`src/rtl/sdram_info_pkg.sv`:
```
// Purpose: Shared constants and carriers for the mode register and burst order block
// Assumes: One mode register command per clock, eight-bit address and data
// Notes:   Field positions, codes and reset values live here only

package sdram_info_pkg;

   // -------------------------------------------------------------------------
   // Mode register addresses and codes
   // -------------------------------------------------------------------------
   localparam logic [7:0] MR_INFO_ADDR   = 8'h00;  // Device information, read-only
   localparam logic [7:0] MR_FEAT_ADDR   = 8'h01;  // Device feature one, write-only
   localparam logic [7:0] MR_CAL_ADDR    = 8'h0A;  // Calibration command register
   localparam logic [7:0] CAL_INIT_CODE  = 8'hFF;  // Calibration after initialization
   localparam logic [7:0] CAL_LONG_CODE  = 8'hAB;  // Long calibration
   localparam logic [7:0] CAL_SHORT_CODE = 8'h56;  // Short calibration
   localparam logic [7:0] CAL_RESET_CODE = 8'hC3;  // Calibration reset

   // -------------------------------------------------------------------------
   // Feature register layout and reset value
   // -------------------------------------------------------------------------
   localparam logic [7:0] FEAT_RESET     = 8'h22;  // Length 4, sequential, wrap, 3 cycles
   localparam logic [2:0] BL_CODE_4      = 3'h2;   // 4 beats
   localparam logic [2:0] BL_CODE_8      = 3'h3;   // 8 beats
   localparam logic [2:0] BL_CODE_16     = 3'h4;   // 16 beats
   localparam logic [2:0] WR_CODE_MIN    = 3'h1;   // Recovery code for 3 cycles
   localparam logic [2:0] WR_CODE_MAX    = 3'h6;   // Recovery code for 8 cycles
   localparam logic [3:0] WR_CODE_OFFSET = 4'h2;   // Cycles equal code plus this

   // -------------------------------------------------------------------------
   // Self-test result codes
   // -------------------------------------------------------------------------
   localparam logic [1:0] ST_NOT_RUN     = 2'h0;   // Test not executed
   localparam logic [1:0] ST_SUPPLY      = 2'h1;   // Pin tied to supply or floating
   localparam logic [1:0] ST_GROUND      = 2'h2;   // Pin shorted to ground
   localparam logic [1:0] ST_GOOD        = 2'h3;   // Completed without error

   // -------------------------------------------------------------------------
   // Burst geometry
   // -------------------------------------------------------------------------
   localparam int         COL_W          = 10;     // Column address width
   localparam logic [9:0] MASK_4         = 10'h003; // Ordered bits for 4 beats
   localparam logic [9:0] MASK_8         = 10'h007; // Ordered bits for 8 beats
   localparam logic [9:0] MASK_16        = 10'h00F; // Ordered bits for 16 beats
   localparam logic [9:0] COL_EVEN_MASK  = 10'h3FE; // Clears the lowest column bit

   // Feature register fields
   typedef struct packed {
      logic [2:0] write_recovery_cycles;  // Bits 7:5
      logic       wrap_control;           // Bit 4, 1 = no wrap
      logic       burst_type;             // Bit 3, 1 = interleaved
      logic [2:0] burst_length;           // Bits 2:0
   } feature_t;

   // Information register fields
   typedef struct packed {
      logic [2:0] reserved_field;           // Bits 7:5, read as zero
      logic [1:0] calib_resistor_selftest;  // Bits 4:3
      logic       invalid_data_support;     // Bit 2
      logic       device_kind_flag;         // Bit 1
      logic       auto_init_status;         // Bit 0
   } info_t;

   // One mode register command from the controller
   typedef struct packed {
      logic       wr;    // Mode register write strobe
      logic       rd;    // Mode register read strobe
      logic [7:0] addr;  // Register address
      logic [7:0] data;  // Write data
   } mr_cmd_t;

   // Burst state, Gray coded along idle, burst, recover
   typedef enum logic [1:0] {
      ST_IDLE    = 2'b00,
      ST_BURST   = 2'b01,
      ST_RECOVER = 2'b11
   } burst_state_t;

endpackage

```
`src/rtl/sdram_info_and_burst_order.sv`:
```
// Purpose: Device information and feature registers with burst column sequencing
// Assumes: Commands already decoded from the command/address bus, one per clock
// Notes:   One beat column is produced per clock while a burst runs
//
// How it works
// - Bit 0 reports auto-initialization still running.
// - Bit 1 device kind, bit 2 no data-invalid.
// - Bits 4:3 hold the self-test result code.
// - Init calibration write updates self-test field.
// - Pin tied to supply forces result 01.
// - Faulty result: factory trim, calibration commands ignored.
// - Bit 4 no-wrap, legal only with 4 beats.
// - Precharge starts write recovery code plus 2 cycles after the last write beat.
// - Lowest start column bit forced to zero.
// - Wrapped ordering touches only low column bits.
// - No-wrap delivers y to y+3 linearly.
// - Reserved bits read back as zero.
// - Writes to read-only register change nothing.
// - Other reads give zero data, strobe toggles.

`timescale 1ns/1ps
`default_nettype none

module sdram_info_and_burst_order (
   // Clock and reset
   input  wire  logic                          sys_clk,
   input  wire  logic                          resetn,
   // Mode register command port
   input  wire  sdram_info_pkg::mr_cmd_t       mr_cmd,
   // Device status inputs
   input  wire  logic                          auto_init_busy,
   input  wire  logic                          device_is_nvm,
   input  wire  logic                          calibration_pin_tied_supply,
   input  wire  logic [1:0]                    calibration_pin_test,
   // Burst request
   input  wire  logic                          burst_start,
   input  wire  logic                          burst_is_write,
   input  wire  logic                          auto_precharge,
   input  wire  logic [9:0]                    burst_start_col,
   // Mode register read answer
   output var   logic                          mr_read_valid_ff,
   output var   logic [7:0]                    mr_read_data_ff,
   output var   logic                          mr_read_strobe_ff,
   // Calibration control
   output var   logic                          calib_run_ff,
   output var   logic                          use_factory_trim_ff,
   // Burst outputs
   output var   logic                          beat_valid_ff,
   output var   logic [9:0]                    beat_col_ff,
   output var   logic                          beat_last_ff,
   output var   logic                          burst_busy_ff,
   output var   logic                          precharge_start_ff,
   output var   logic                          config_illegal_ff
);

   // --------------------------------------------------------------------------
   // Helper functions
   // --------------------------------------------------------------------------

   // Column mask of the bits that the ordering acts on
   function automatic logic [9:0] bl_mask(input logic [2:0] bl);
      begin
         unique case (bl)
            sdram_info_pkg::BL_CODE_8:  bl_mask = sdram_info_pkg::MASK_8;
            sdram_info_pkg::BL_CODE_16: bl_mask = sdram_info_pkg::MASK_16;
            default:                    bl_mask = sdram_info_pkg::MASK_4;
         endcase
      end
   endfunction

   // Index of the final beat for a length code
   function automatic logic [3:0] last_index(input logic [2:0] bl);
      begin
         last_index = 4'(bl_mask(bl));
      end
   endfunction

   // Column of one beat from start column and beat index
   function automatic logic [9:0] beat_column(input logic [9:0] start,
                                              input logic [3:0] idx,
                                              input sdram_info_pkg::feature_t f);
      logic [9:0] mask;
      logic [9:0] step;
      logic [9:0] low;
      begin
         mask = bl_mask(f.burst_length);
         step = {6'h00, idx};
         if (f.burst_type) begin
            low = (start ^ step) & mask;
         end else begin
            low = (start + step) & mask;
         end
         if (f.wrap_control) begin
            beat_column = start + step;
         end else begin
            beat_column = (start & ~mask) | low;
         end
      end
   endfunction

   // Self-test fault: assembly error possible
   function automatic logic selftest_fault(input logic [1:0] st);
      begin
         selftest_fault = (st == sdram_info_pkg::ST_SUPPLY) ||
                          (st == sdram_info_pkg::ST_GROUND);
      end
   endfunction

   // --------------------------------------------------------------------------
   // Register state
   // --------------------------------------------------------------------------
   sdram_info_pkg::feature_t     feature_ff;     // Feature register
   logic [1:0]                   selftest_ff;    // Self-test result
   sdram_info_pkg::burst_state_t state_ff;       // Burst state
   logic [9:0]                   start_col_ff;   // Latched even start column
   sdram_info_pkg::feature_t     burst_cfg_ff;   // Configuration of running burst
   logic [3:0]                   beat_idx_ff;    // Current beat index
   logic                         recover_ff;     // Write burst needs auto-precharge
   logic [3:0]                   wr_cnt_ff;      // Recovery countdown
   sdram_info_pkg::info_t        info;           // Assembled information byte
   logic                         wr_feat;        // Write to feature register
   logic                         wr_cal;         // Write to calibration register
   logic                         cal_valid;      // Known calibration code

   assign wr_feat   = mr_cmd.wr && (mr_cmd.addr == sdram_info_pkg::MR_FEAT_ADDR);
   assign wr_cal    = mr_cmd.wr && (mr_cmd.addr == sdram_info_pkg::MR_CAL_ADDR);
   assign cal_valid = (mr_cmd.data == sdram_info_pkg::CAL_INIT_CODE)  ||
                      (mr_cmd.data == sdram_info_pkg::CAL_LONG_CODE)  ||
                      (mr_cmd.data == sdram_info_pkg::CAL_SHORT_CODE) ||
                      (mr_cmd.data == sdram_info_pkg::CAL_RESET_CODE);

   // Information byte from live status and stored result
   always_comb begin
      info.reserved_field          = '0;
      info.calib_resistor_selftest = selftest_ff;
      info.invalid_data_support    = 1'b1;
      info.device_kind_flag        = device_is_nvm;
      info.auto_init_status        = auto_init_busy;
   end

   // --------------------------------------------------------------------------
   // Mode register writes
   // --------------------------------------------------------------------------

   // Feature register; writes elsewhere, including the info address, are dropped
   always_ff @(posedge sys_clk or negedge resetn) begin
      if (!resetn) begin
         feature_ff <= sdram_info_pkg::FEAT_RESET;
      end else if (wr_feat) begin
         feature_ff <= mr_cmd.data;
      end
   end

   // Self-test result captured when the init calibration command is written
   always_ff @(posedge sys_clk or negedge resetn) begin
      if (!resetn) begin
         selftest_ff <= sdram_info_pkg::ST_NOT_RUN;
      end else if (wr_cal && (mr_cmd.data == sdram_info_pkg::CAL_INIT_CODE)) begin
         if (calibration_pin_tied_supply) begin
            selftest_ff <= sdram_info_pkg::ST_SUPPLY;
         end else begin
            selftest_ff <= calibration_pin_test;
         end
      end
   end

   // Calibration commands run only while no fault is recorded
   always_ff @(posedge sys_clk or negedge resetn) begin
      if (!resetn) begin
         calib_run_ff        <= 1'b0;
         use_factory_trim_ff <= 1'b0;
      end else begin
         calib_run_ff        <= wr_cal && cal_valid && !selftest_fault(selftest_ff);
         use_factory_trim_ff <= selftest_fault(selftest_ff);
      end
   end

   // --------------------------------------------------------------------------
   // Mode register reads
   // --------------------------------------------------------------------------

   // One-cycle answer; non-readable addresses return zero but still strobe
   always_ff @(posedge sys_clk or negedge resetn) begin
      if (!resetn) begin
         mr_read_valid_ff  <= 1'b0;
         mr_read_data_ff   <= 8'h00;
         mr_read_strobe_ff <= 1'b0;
      end else begin
         mr_read_valid_ff  <= mr_cmd.rd;
         mr_read_strobe_ff <= mr_cmd.rd;
         if (mr_cmd.rd && (mr_cmd.addr == sdram_info_pkg::MR_INFO_ADDR)) begin
            mr_read_data_ff <= info;
         end else begin
            mr_read_data_ff <= 8'h00;
         end
      end
   end

   // --------------------------------------------------------------------------
   // Configuration check
   // --------------------------------------------------------------------------

   // Flags reserved codes and forbidden combinations in the feature register
   always_ff @(posedge sys_clk or negedge resetn) begin
      if (!resetn) begin
         config_illegal_ff <= 1'b0;
      end else begin
         config_illegal_ff <=
            ((feature_ff.burst_length != sdram_info_pkg::BL_CODE_4) &&
             (feature_ff.burst_length != sdram_info_pkg::BL_CODE_8) &&
             (feature_ff.burst_length != sdram_info_pkg::BL_CODE_16)) ||
            (feature_ff.wrap_control &&
             (feature_ff.burst_length != sdram_info_pkg::BL_CODE_4)) ||
            (feature_ff.burst_type &&
             (feature_ff.burst_length == sdram_info_pkg::BL_CODE_16)) ||
            (feature_ff.write_recovery_cycles < sdram_info_pkg::WR_CODE_MIN) ||
            (feature_ff.write_recovery_cycles > sdram_info_pkg::WR_CODE_MAX);
      end
   end

   // --------------------------------------------------------------------------
   // Burst sequencer
   // --------------------------------------------------------------------------

   // State, beat index and recovery countdown
   always_ff @(posedge sys_clk or negedge resetn) begin
      if (!resetn) begin
         state_ff     <= sdram_info_pkg::ST_IDLE;
         start_col_ff <= 10'h000;
         burst_cfg_ff <= sdram_info_pkg::FEAT_RESET;
         beat_idx_ff  <= 4'h0;
         recover_ff   <= 1'b0;
         wr_cnt_ff    <= 4'h0;
      end else begin
         unique case (state_ff)
            sdram_info_pkg::ST_IDLE: begin
               if (burst_start) begin
                  state_ff     <= sdram_info_pkg::ST_BURST;
                  start_col_ff <= burst_start_col & sdram_info_pkg::COL_EVEN_MASK;
                  burst_cfg_ff <= feature_ff;
                  beat_idx_ff  <= 4'h0;
                  recover_ff   <= burst_is_write && auto_precharge;
               end
            end
            sdram_info_pkg::ST_BURST: begin
               if (beat_idx_ff == last_index(burst_cfg_ff.burst_length)) begin
                  if (recover_ff) begin
                     state_ff  <= sdram_info_pkg::ST_RECOVER;
                     wr_cnt_ff <= {1'b0, burst_cfg_ff.write_recovery_cycles} +
                                  sdram_info_pkg::WR_CODE_OFFSET - 4'h1;
                  end else begin
                     state_ff  <= sdram_info_pkg::ST_IDLE;
                  end
               end else begin
                  beat_idx_ff <= beat_idx_ff + 4'h1;
               end
            end
            sdram_info_pkg::ST_RECOVER: begin
               if (wr_cnt_ff == 4'h0) begin
                  state_ff <= sdram_info_pkg::ST_IDLE;
               end else begin
                  wr_cnt_ff <= wr_cnt_ff - 4'h1;
               end
            end
            default: begin
               state_ff <= sdram_info_pkg::ST_IDLE;
            end
         endcase
      end
   end

   // Beat outputs registered from the running burst
   always_ff @(posedge sys_clk or negedge resetn) begin
      if (!resetn) begin
         beat_valid_ff      <= 1'b0;
         beat_col_ff        <= 10'h000;
         beat_last_ff       <= 1'b0;
         burst_busy_ff      <= 1'b0;
         precharge_start_ff <= 1'b0;
      end else begin
         beat_valid_ff      <= (state_ff == sdram_info_pkg::ST_BURST);
         beat_col_ff        <= beat_column(start_col_ff, beat_idx_ff, burst_cfg_ff);
         beat_last_ff       <= (state_ff == sdram_info_pkg::ST_BURST) &&
                               (beat_idx_ff == last_index(burst_cfg_ff.burst_length));
         burst_busy_ff      <= (state_ff != sdram_info_pkg::ST_IDLE) || burst_start;
         precharge_start_ff <= (state_ff == sdram_info_pkg::ST_RECOVER) &&
                               (wr_cnt_ff == 4'h0);
      end
   end

endmodule // sdram_info_and_burst_order

`default_nettype wire

```
`config.mk`:
```
export PLATFORM = sky130hd
export DESIGN_NAME = sdram_info_and_burst_order
export DESIGN_NICKNAME = d
export VERILOG_FILES = /design/src/rtl/sdram_info_pkg.sv /design/src/rtl/sdram_info_and_burst_order.sv
export SDC_FILE = /design/constraint.sdc
export NUM_CORES = 1
export LEC_CHECK = 0
export BUFFER_PORTS_ARGS = -buffer_cell sky130_fd_sc_hd__buf_2
export CORE_AREA = 5 5 79 81
export CTS_BUF_LIST = sky130_fd_sc_hd__clkbuf_2 sky130_fd_sc_hd__clkbuf_4 sky130_fd_sc_hd__clkbuf_8
export DETAILED_ROUTE_END_ITERATION = 7
export DIE_AREA = 0 0 84 86
export MAX_ROUTING_LAYER = met4
export PLACE_DENSITY = 0.8
export SLEW_MARGIN = 20
export SYNTH_ARGS = -nofsm -noshare
export SYNTH_HDL_FRONTEND = slang
export SYNTH_SLANG_ARGS = --single-unit
```
`constraint.sdc`:
```
create_clock -name sys_clk -period 2.4 [get_ports sys_clk]
set_clock_uncertainty 0.15 [all_clocks]
set_input_delay 0.12 -clock sys_clk [delete_from_list [all_inputs] [get_ports sys_clk]]
set_output_delay 0.12 -clock sys_clk [all_outputs]
set_load 0.01 [all_outputs]
```
==> flow_summary.ini, run 1 <==
[power_and_ir_drop]
leakage_nw = 1.90
ir_worst_vdd_v = 0.000618
p_sw_share_pct = 34.1
power_density_nw_per_um2 = 953
p_seq_share_pct = 42.8
clock_power_share_pct = 25.4
combinationalPowerShare_pct = 31.8
p_sw_mw = 1.24
p_int_mw = 2.38

[logic_synthesis]
synth_warnings = 0
postSynth.asyncResetShare_pct = 100
post_synth_num_cell_types = 54
synth-edff-count = 0
ys_seq_elements = 61
synthFlopType = dfrtp_1
synth_area_per_cell_um2 = 10.1
synthCells = 288
netlist_area_um2 = 2920
ys_seq_area_share_pct = 52.4

[worst_setup_path]
slowest_delay_ns = 0.58
path_class = in -> reg
cpMostUsedCell = dlygate4sd3_1
r2r_cells = 6
cpMaxStageDelayCell = dlygate4sd3_1
crit_path_end_kind = flop
path_depth = 5
rrSetupSlack_ns = 0.41
cp_max_fo = 5
crit_buf_inv = 3
required_ns = 2.53
cp-start-kind = primary input
crit_chain = dlygate4sd3_1, buf_2, or4_4, nor3b_4, dlygate4sd3_1
arrival_ns = 2.15
cp_top_family = buffers and inverters

[clock_network]
cts.clk_slew.worst_paths_ns = 0.07
clockRootBuffer = clkbuf_8
htree_levels = 3
cts_buffers = 9
cts_tree = built
clock_latency_ns = 0.34
ctsLongestPathBuffers = 2
ctsResizeCount = 0
cts.sinks = 61
cts_setup_buffers = 0
cts-hold-fix-buffers = 30

[cells_and_area]
n_antenna_cell = 0
fillers = 395
nets = 429
final_common_cell = nand2_1
drive_gt1_share_pct = 27.1
final_cell_mix = nand2_1 (61), buf_2 (60), dfrtp_1 (57)
area_growth_pct = 29.9

[timing]
worst_slack_ns = 0.381
fmax_mhz = 495
fin_crit_ns = 2.02
tightestPinTransition_ns = 0.666
rsz0062_at_grt = no
period_share_pct = 84.1
slew_headroom_pct = 55.6
drv_slew = 0
hold_viol = 0
setup_viol = 0
tns_ns = 0

[place]
dp_hpwl_mm = 4.13
dp_worst_setup_slack_ns = 0.344
place.gp.congestion = 0.807
io_buffers = 60

[global_route]
antenna_found_initial = 0
grtUsageTotal_pct = 18.9
grt-ovfl-total = 0
grt_pass1_vias = 2381
grt_first_pass_wirelength_mm = 10.7
grt_max_degree = 57

[route]
routedWlPerCell_um = 13.1
drt_iter0_markers = 193
wl_mm = 6.04
ant_nets = 0
firstDrtPassIters = 4
via_per_inst = 5.22
vias = 2401
drc = 0

[worst_hold_path]
min_path_type = in -> reg
hold_depth = 3

[floorplan]
core-area_um2 = 5410
num_io_pins = 65
die_y_um = 86
dieArea_um2 = 7220
chipWidth_um = 84
std_cell_rows = 27
start_util_pct = 54.1

[run_status]
status = finished, final reports clean

[run]
drv_cap = 0
==> through the flow <==
step | power (mW) | hold WS, ns | area [um^2] | utilization, % | instances
2_1_floorplan | 2.31 | -0.326 | 2930 | - | 290
3_3_place_gp | 2.62 | -0.208 | 3290 | 60.9 | 414
3_5_place_dp | 2.68 | -0.204 | 3290 | 60.9 | 414
4_1_cts | 3.65 | 0.00201 | 3800 | 70.2 | 460
5_1_grt | 3.88 | 0.0356 | 3800 | 70.2 | 460
6_report | 3.62 | 0.00685 | 3800 | 70.2 | 460
==> power groups by stage <==
| stage | clock, mW | combinational [mW] | sequential, mW |
|---|---|---|---|
| 2_1_floorplan | 0 | 0.772 | 1.54 |
| 3_3_place_gp | 0 | 1.07 | 1.55 |
| 3_5_place_dp | 0 | 1.12 | 1.56 |
| 4_1_cts | 0.944 | 1.16 | 1.54 |
| 5_1_grt | 0.988 | 1.30 | 1.60 |
| 6_report | 0.919 | 1.15 | 1.55 |
==> Yosys cell counts, drive strengths merged, types with 4 or more instances <==
| cell | instances | area share [%] |
|---|---|---|
| nor2 | 14 | 2.4 |
| nor3 | 10 | 1.9 |
| dfrtp | 57 | 49 |
| nand3 | 7 | 1.2 |
| nor3b | 4 | 1.4 |
| xor2 | 4 | 1.2 |
| and2 | 6 | 1.5 |
| nand2 | 61 | 7.8 |
| inv | 11 | 1.4 |
| dfstp | 4 | 3.6 |
| nand2b | 4 | 0.86 |
| xnor2 | 4 | 1.2 |
| o21ai | 10 | 1.7 |
| nor2b | 4 | 0.86 |
| buf | 5 | 1.2 |
| a21oi | 5 | 0.86 |
| o22ai | 4 | 0.86 |
| clkbuf | 8 | 1.0 |
| ha | 7 | 3.0 |
| mux2 | 9 | 3.5 |
| a31oi | 6 | 1.3 |
==> metal layers <==
layer | global-route usage [%] | share of wire [%] | wire, um
met3 | 4.71 | 5.2 | 317
met2 | 29.6 | 48 | 2890
met5 | - | 0 | 0
met4 | 9.06 | 2.5 | 150
met1 | 23.1 | 44 | 2680
==> worst register-to-register path: stages, from the launching register on <==
cell	delay, ns
dfrtp_1	0.49
nor2_1	0.17
and2_1	0.13
buf_4	0.25
nand3_1	0.11
dlygate4sd3_1	0.55
o21ai_0	0.07
==> cell type report <==
class	instances	area [um^2]	share of cell area, %
Clock inverter	2	35.0	0.923
Multi-Input combinational cell	205	1290	34.0
Inverter	11	41.3	1.09
Sequential cell	61	1530	40.3
Clock buffer	14	168	4.42
Timing Repair Buffer	95	638	16.8
Tap cell	72	90.1	2.37
==> final timing paths <==
kind	end	startpoint
worst max-delay path	mr_read_data_ff[2]	mr_cmd[10]
worst min-delay path	selftest_ff[1]	calibration_pin_tied_supply
worst max register to register	recover_ff	state_ff[0]
worst min register to register	beat_col_ff[0]	beat_idx_ff[0]
max in group asynchronous	beat_col_ff[8]	resetn
min in group asynchronous	mr_read_data_ff[4]	resetn
==> state kept, by name, indices dropped and copies added (netlist names), 2 cells and up <==
name / cells
beat_col_ff: 10
start_col_ff: 9
burst_cfg_ff: 8
feature_ff: 8
mr_read_data_ff: 5
beat_idx_ff: 4
wr_cnt_ff: 4
selftest_ff: 2
state_ff: 2
==> cells by family (layout without fill, tap and decap cells) <==
family	Yosys count	in the layout	synth area share, %
adders and majority gates	8	8	3.68
muxes	11	11	4.15
xor gates and xnor gates	8	8	2.40
AOI/OAI and AO/OA	45	45	10.5
other	1	3	0.128
and+or+nand+nor	130	130	23.1
DFF	61	61	52.4
buffers and inverters	24	122	3.64
Note: power is estimated with default switching activity, not from simulation.
==> inputs of run 2 (changes only) <==
Clock period 2.4 ns to 2 ns, I/O delays scaled along.
==> run 2 against run 1 <==
- sequential power is 19% higher
- first-iteration DRC count is 13% lower
- clock power grew 20%
- global-route usage up 0.62 points
- cell count increased by 1.7%
- setup slack got worse by 0.29 ns
- critical path type is now reg -> reg
- utilization increased by 1.4 points
- largest cell class unchanged
- final area rose by 2.0%
- via count increased by 3.7%
==> flow_summary.ini, run 2 (synthesis results as in run 1) <==
[global_route]
grt-ovfl-total = 0
grt_max_degree = 62
met2_usage_pct = 33.7
grt_util_met3_pct = 4.61
grtUsageTotal_pct = 19.5
top_usage_layer = met2
grt_pass1_vias = 2627
gr-usage-met1_pct = 21.2
antenna_found_initial = 0
grt_first_pass_wirelength_mm = 11.1

[power_and_ir_drop]
leakage_nw = 1.94
combinationalPowerShare_pct = 33.6
power_density_nw_per_um2 = 1140
p_seq_share_pct = 41.5
clock_power_share_pct = 24.9
p_sw_share_pct = 35.0
ir_worst_vdd_v = 0.000494
totalPowerFinal_mw = 4.43
p_int_mw = 2.88
p_sw_mw = 1.55

[clock_network]
cts_tree = built
cts.clk_slew.worst_paths_ns = 0.07
cts.sinks = 61
clockRootBuffer = clkbuf_8
cts_buffers = 9
clock_latency_ns = 0.34
htree_levels = 3
ctsLongestPathBuffers = 2

[floorplan]
std_cell_rows = 27
num_io_pins = 65
core-area_um2 = 5410
start_util_pct = 54.1
die_y_um = 86
chipWidth_um = 84
dieArea_um2 = 7220

[worst_setup_path]
crit_path_end_kind = flop
crit_chain = or3b_2, o22ai_1, buf_4, o21ai_0, a221o_1
slowest_delay_ns = 0.51
cp_max_fo = 11
arrival_ns = 1.98
crit_buf_inv = 1
cpMaxStageDelayCell = or3b_2
cp_top_family = simple AND/OR/NAND/NOR gates
cp-start-kind = flop
required_ns = 2.07
path_class = reg -> reg

[cells_and_area]
top_regs = beat_col_ff x10, start_col_ff x9
final_common_cell = nand2_1
drive_gt1_share_pct = 29.0
final_cell_mix = nand2_1 (61), buf_2 (60), dfrtp_1 (57)
area_growth_pct = 32.5
nets = 437
largest_reg_flops = 10
n_antenna_cell = 0
final_core_util_pct = 71.7
regMostFlops = beat_col_ff

[route]
drc = 0
firstDrtPassIters = 4
drt_iter0_markers = 167
via_per_inst = 5.32
vias = 2489
ant_nets = 0
wl_mm = 6.43
routedWlPerCell_um = 13.7

[timing]
fin_crit_ns = 1.91
setup_viol = 0
tns_ns = 0
rsz0062_at_grt = yes
worst_slack_ns = 0.0907
drv_slew = 0
fmax_mhz = 524
hold_viol = 0
slew_headroom_pct = 64.4
tightestPinTransition_ns = 0.533
period_share_pct = 95.5
worst_hold_slack_ns = 0.0513

[place]
place.gp.congestion = 0.793
io_buffers = 60
dp_worst_setup_slack_ns = -0.0336
dp_hpwl_mm = 4.20

[worst_hold_path]
min_path_type = in -> reg

[run]
drv_cap = 0

[run_status]
status = finished, final reports clean
==> run 2: changes by cell type in the layout (fill, tap and decap cells not counted) <==
cell	delta
fa_1	-1
buf_4	+7
fa_2	+1
clkinv_2	+1
nor3b_2	+1
buf_12	+1
nor3b_1	-1
clkbuf_4	-2
clkinvlp_4	+1
==> run 2: final timing paths <==
path / startpoint / to / slack (ns) / depth (start not counted)
hold reg to reg: beat_idx_ff[0] / beat_col_ff[0] / 0.31 / 0
hold / removal: mr_cmd[11] / mr_read_data_ff[2] / 0.05 / 4
min in group asynchronous: resetn / wr_cnt_ff[3] / 0.13 / 3
setup reg to reg: burst_cfg_ff[0] / state_ff[0] / 0.09 / 5
max in group asynchronous: resetn / feature_ff[1] / 1.25 / 3
setup / recovery: burst_cfg_ff[0] / state_ff[0] / 0.09 / 5
==> run 2: stage by stage <==
stage	cells	cell area, um^2
2_1_floorplan	290	2930
3_3_place_gp	420	3350
3_5_place_dp	420	3350
4_1_cts	466	3850
5_1_grt	468	3870
6_report	468	3870
==> run 2: routing by layer <==
metal  vias up  wire length (um)  part of all wire [%]
met1      1194              2690                    42
met2        72              3250                    51
li1       1206                 -                     -
met4         0               134                   2.1
met5         -                 0                     0
met3        17               357                   5.5
==> run 2: worst min-delay path: stages <==
cell and delay, ns:
buf_2 0.09, or4_4 0.15, buf_4 0.12, nor3b_4 0.04
==> run 2: power by group through the flow <==
stage	logic (mW)	registers [mW]	clock network [mW]
after detailed placement	1.40	1.85	0
after global routing	1.67	1.89	1.18
final	1.49	1.84	1.10
after global placement	1.35	1.84	0
after floorplan	0.926	1.85	0
after CTS	1.45	1.83	1.12
==> run 2: final cells by class <==
class / count / area, um^2
multi-input combinational: 205 / 1300
sequential: 61 / 1530
fill: 386 / 1530
inverter: 11 / 41.3
timing repair buffer: 103 / 711
clock inverter: 4 / 47.5
tap: 72 / 90.1
clock buffer: 12 / 153
==> run 2: timing repair <==
action                                 in CTS  in global routing
resized for setup                           0                  2
setup endpoints to repair                   0                  5
hold buffers                               30                  0
endpoints found under the hold margin      89                  0
buffers inserted                            0                  2
==> inputs of run 3 (changes only) <==
Settings changed: MAX_ROUTING_LAYER met4 to default, RECOVER_POWER from default to 50.
==> run 3 against run 2 <==
- flip-flop and latch count stayed put
- register-to-register slack worse by 0.03 ns
- critical endpoint is now wr_cnt_ff[2]
- global-route usage is 0.57 points lower
- total power is 0.39% lower
- first-iteration DRC count is 4.8% lower
==> flow_summary.ini, run 3 (synthesis results as in run 1) <==
[power_and_ir_drop]
totalPowerFinal_mw = 4.41
ir_worst_vdd_v = 0.000494
power_density_nw_per_um2 = 1150
leakage_nw = 1.92

[timing]
tightestPinTransition_ns = 1.27
tns_ns = 0
drv_slew = 0
setup_viol = 0
slew_headroom_pct = 15.6
hold_viol = 0
fmax_mhz = 515
fin_crit_ns = 1.94
worst_slack_ns = 0.0598
worst_hold_slack_ns = 0.0524
period_share_pct = 97.0
rsz0062_at_grt = yes

[cells_and_area]
ff_latch_area_um2 = 1530
area_growth_pct = 31.7
multi_input_area_um2 = 1300
finalInstanceArea_um2 = 3850
regMostFlops = beat_col_ff
top_regs = beat_col_ff x10, start_col_ff x9
n_antenna_cell = 0
nets = 437
final_common_cell = nand2_1
final_cell_mix = nand2_1 (61), dfrtp_1 (57), buf_2 (54)
drive_gt1_share_pct = 27.3
largest_reg_flops = 10
fillers = 392

[floorplan]
chipWidth_um = 84
start_util_pct = 54.1
core-area_um2 = 5410
std_cell_rows = 27
num_io_pins = 65
die_y_um = 86
dieArea_um2 = 7220

[global_route]
antenna_found_initial = 0
grt_pass1_vias = 2621
grtUsageTotal_pct = 19.0
grt_max_degree = 62
grt_first_pass_wirelength_mm = 11.1
grt-ovfl-total = 0

[worst_setup_path]
r2r-start = wr_cnt_ff[1]
cp_max_fo = 7
cpMaxStageDelayCell = nor2b_1
rrSetupSlack_ns = 0.06
crit_buf_inv = 1
slowest_delay_ns = 0.47
r2r-end = wr_cnt_ff[2]
required_ns = 2.07
cp_top_family = simple AND/OR/NAND/NOR gates
crit_chain = inv_1, ha_1, nor3b_2, nor2b_1, o211ai_1, a2bb2oi_1
r2r_cells = 6
path_class = reg -> reg
cp-start-kind = flop
crit_path_end_kind = flop
arrival_ns = 2.01

[route]
drt_iter0_markers = 159
drc = 0
ant_nets = 0
via_per_inst = 5.31
firstDrtPassIters = 4
wl_mm = 6.45
vias = 2484
routedWlPerCell_um = 13.8

[clock_network]
ctsLongestPathBuffers = 2
htree_levels = 3
cts.sinks = 61
cts.clk_slew.worst_paths_ns = 0.07
clockRootBuffer = clkbuf_8
clock_latency_ns = 0.34
cts_buffers = 9
cts_tree = built

[worst_hold_path]
min_path_type = in -> reg
hold_start = mr_cmd[11]
hold_depth = 4
hold-path-endpoint = mr_read_data_ff[2]

[place]
dp_hpwl_mm = 4.20
io_buffers = 60
dp_worst_setup_slack_ns = -0.0336
place.gp.congestion = 0.782
placed_cell_area_um2 = 3350

[run_status]
status = finished, final reports clean

[run]
drv_cap = 0
## run 3: changes by cell type in the layout (fill, tap and decap cells not counted)
cell,delta
buf_2,-6
buf_12,-1
clkbuf_1,+7
## run 3: worst reg2reg max path, stage by stage, from the launching register on
cell,delay (ns)
dfrtp_1,0.38
inv_1,0.09
ha_1,0.20
nor3b_2,0.17
nor2b_1,0.47
o211ai_1,0.18
a2bb2oi_1,0.17
## run 3: area by class of cell
class / count / share of cell area (%)
clock buffers: 12 / 3.96
clock inverters: 4 / 1.23
inverters: 11 / 1.07
multi-input cells: 205 / 33.8
flip-flops and latches: 61 / 39.8
well taps: 72 / 2.34
repair buffers: 103 / 17.8
## run 3: worst max path at each step
stage	startpoint	to	slack, ns	depth (start not counted)
global placement	mr_cmd[13]	feature_ff[4]	-0.003	5
finish	wr_cnt_ff[1]	wr_cnt_ff[2]	0.06	6
floorplan	burst_cfg_ff[1]	state_ff[0]	0.11	5
detailed placement	mr_cmd[13]	feature_ff[7]	-0.03	5
CTS	beat_idx_ff[1]	beat_col_ff[7]	0.03	7
global route	beat_idx_ff[1]	beat_col_ff[7]	-0.03	7
## run 3: per-layer routing
metal  routed length (um)  vias to the layer above  global-route usage, %
met1                 2700                     1186                   21.1
met3                  387                       15                   5.96
met2                 3240                       76                   33.7
met4                  119                        0                   7.89
met5                    0                        -                      0
li1                     -                     1207                      -
## run 3: timing repair
item / 4_1_cts / 5_1_grt
endpoints found under the hold margin: 89 / 0
setup endpoints to repair: 0 / 5
buffers inserted: 0 / 2
hold buffers: 30 / 0
resized for setup: 0 / 2
## run 3: per-stage QoR
step	instances	util, %
2_1_floorplan	290	-
3_3_place_gp	420	62.0
3_5_place_dp	420	62.0
4_1_cts	466	71.3
5_1_grt	468	71.2
6_report	468	71.2
## run 3: power breakdown
part           internal, mW  switching [mW]  total [mW]  leakage (nW)
Clock                 0.633           0.469        1.10         0.103
Sequential             1.57           0.273        1.84         0.773
Combinational         0.655           0.812        1.47          1.04
Total                  2.86            1.55        4.41          1.92
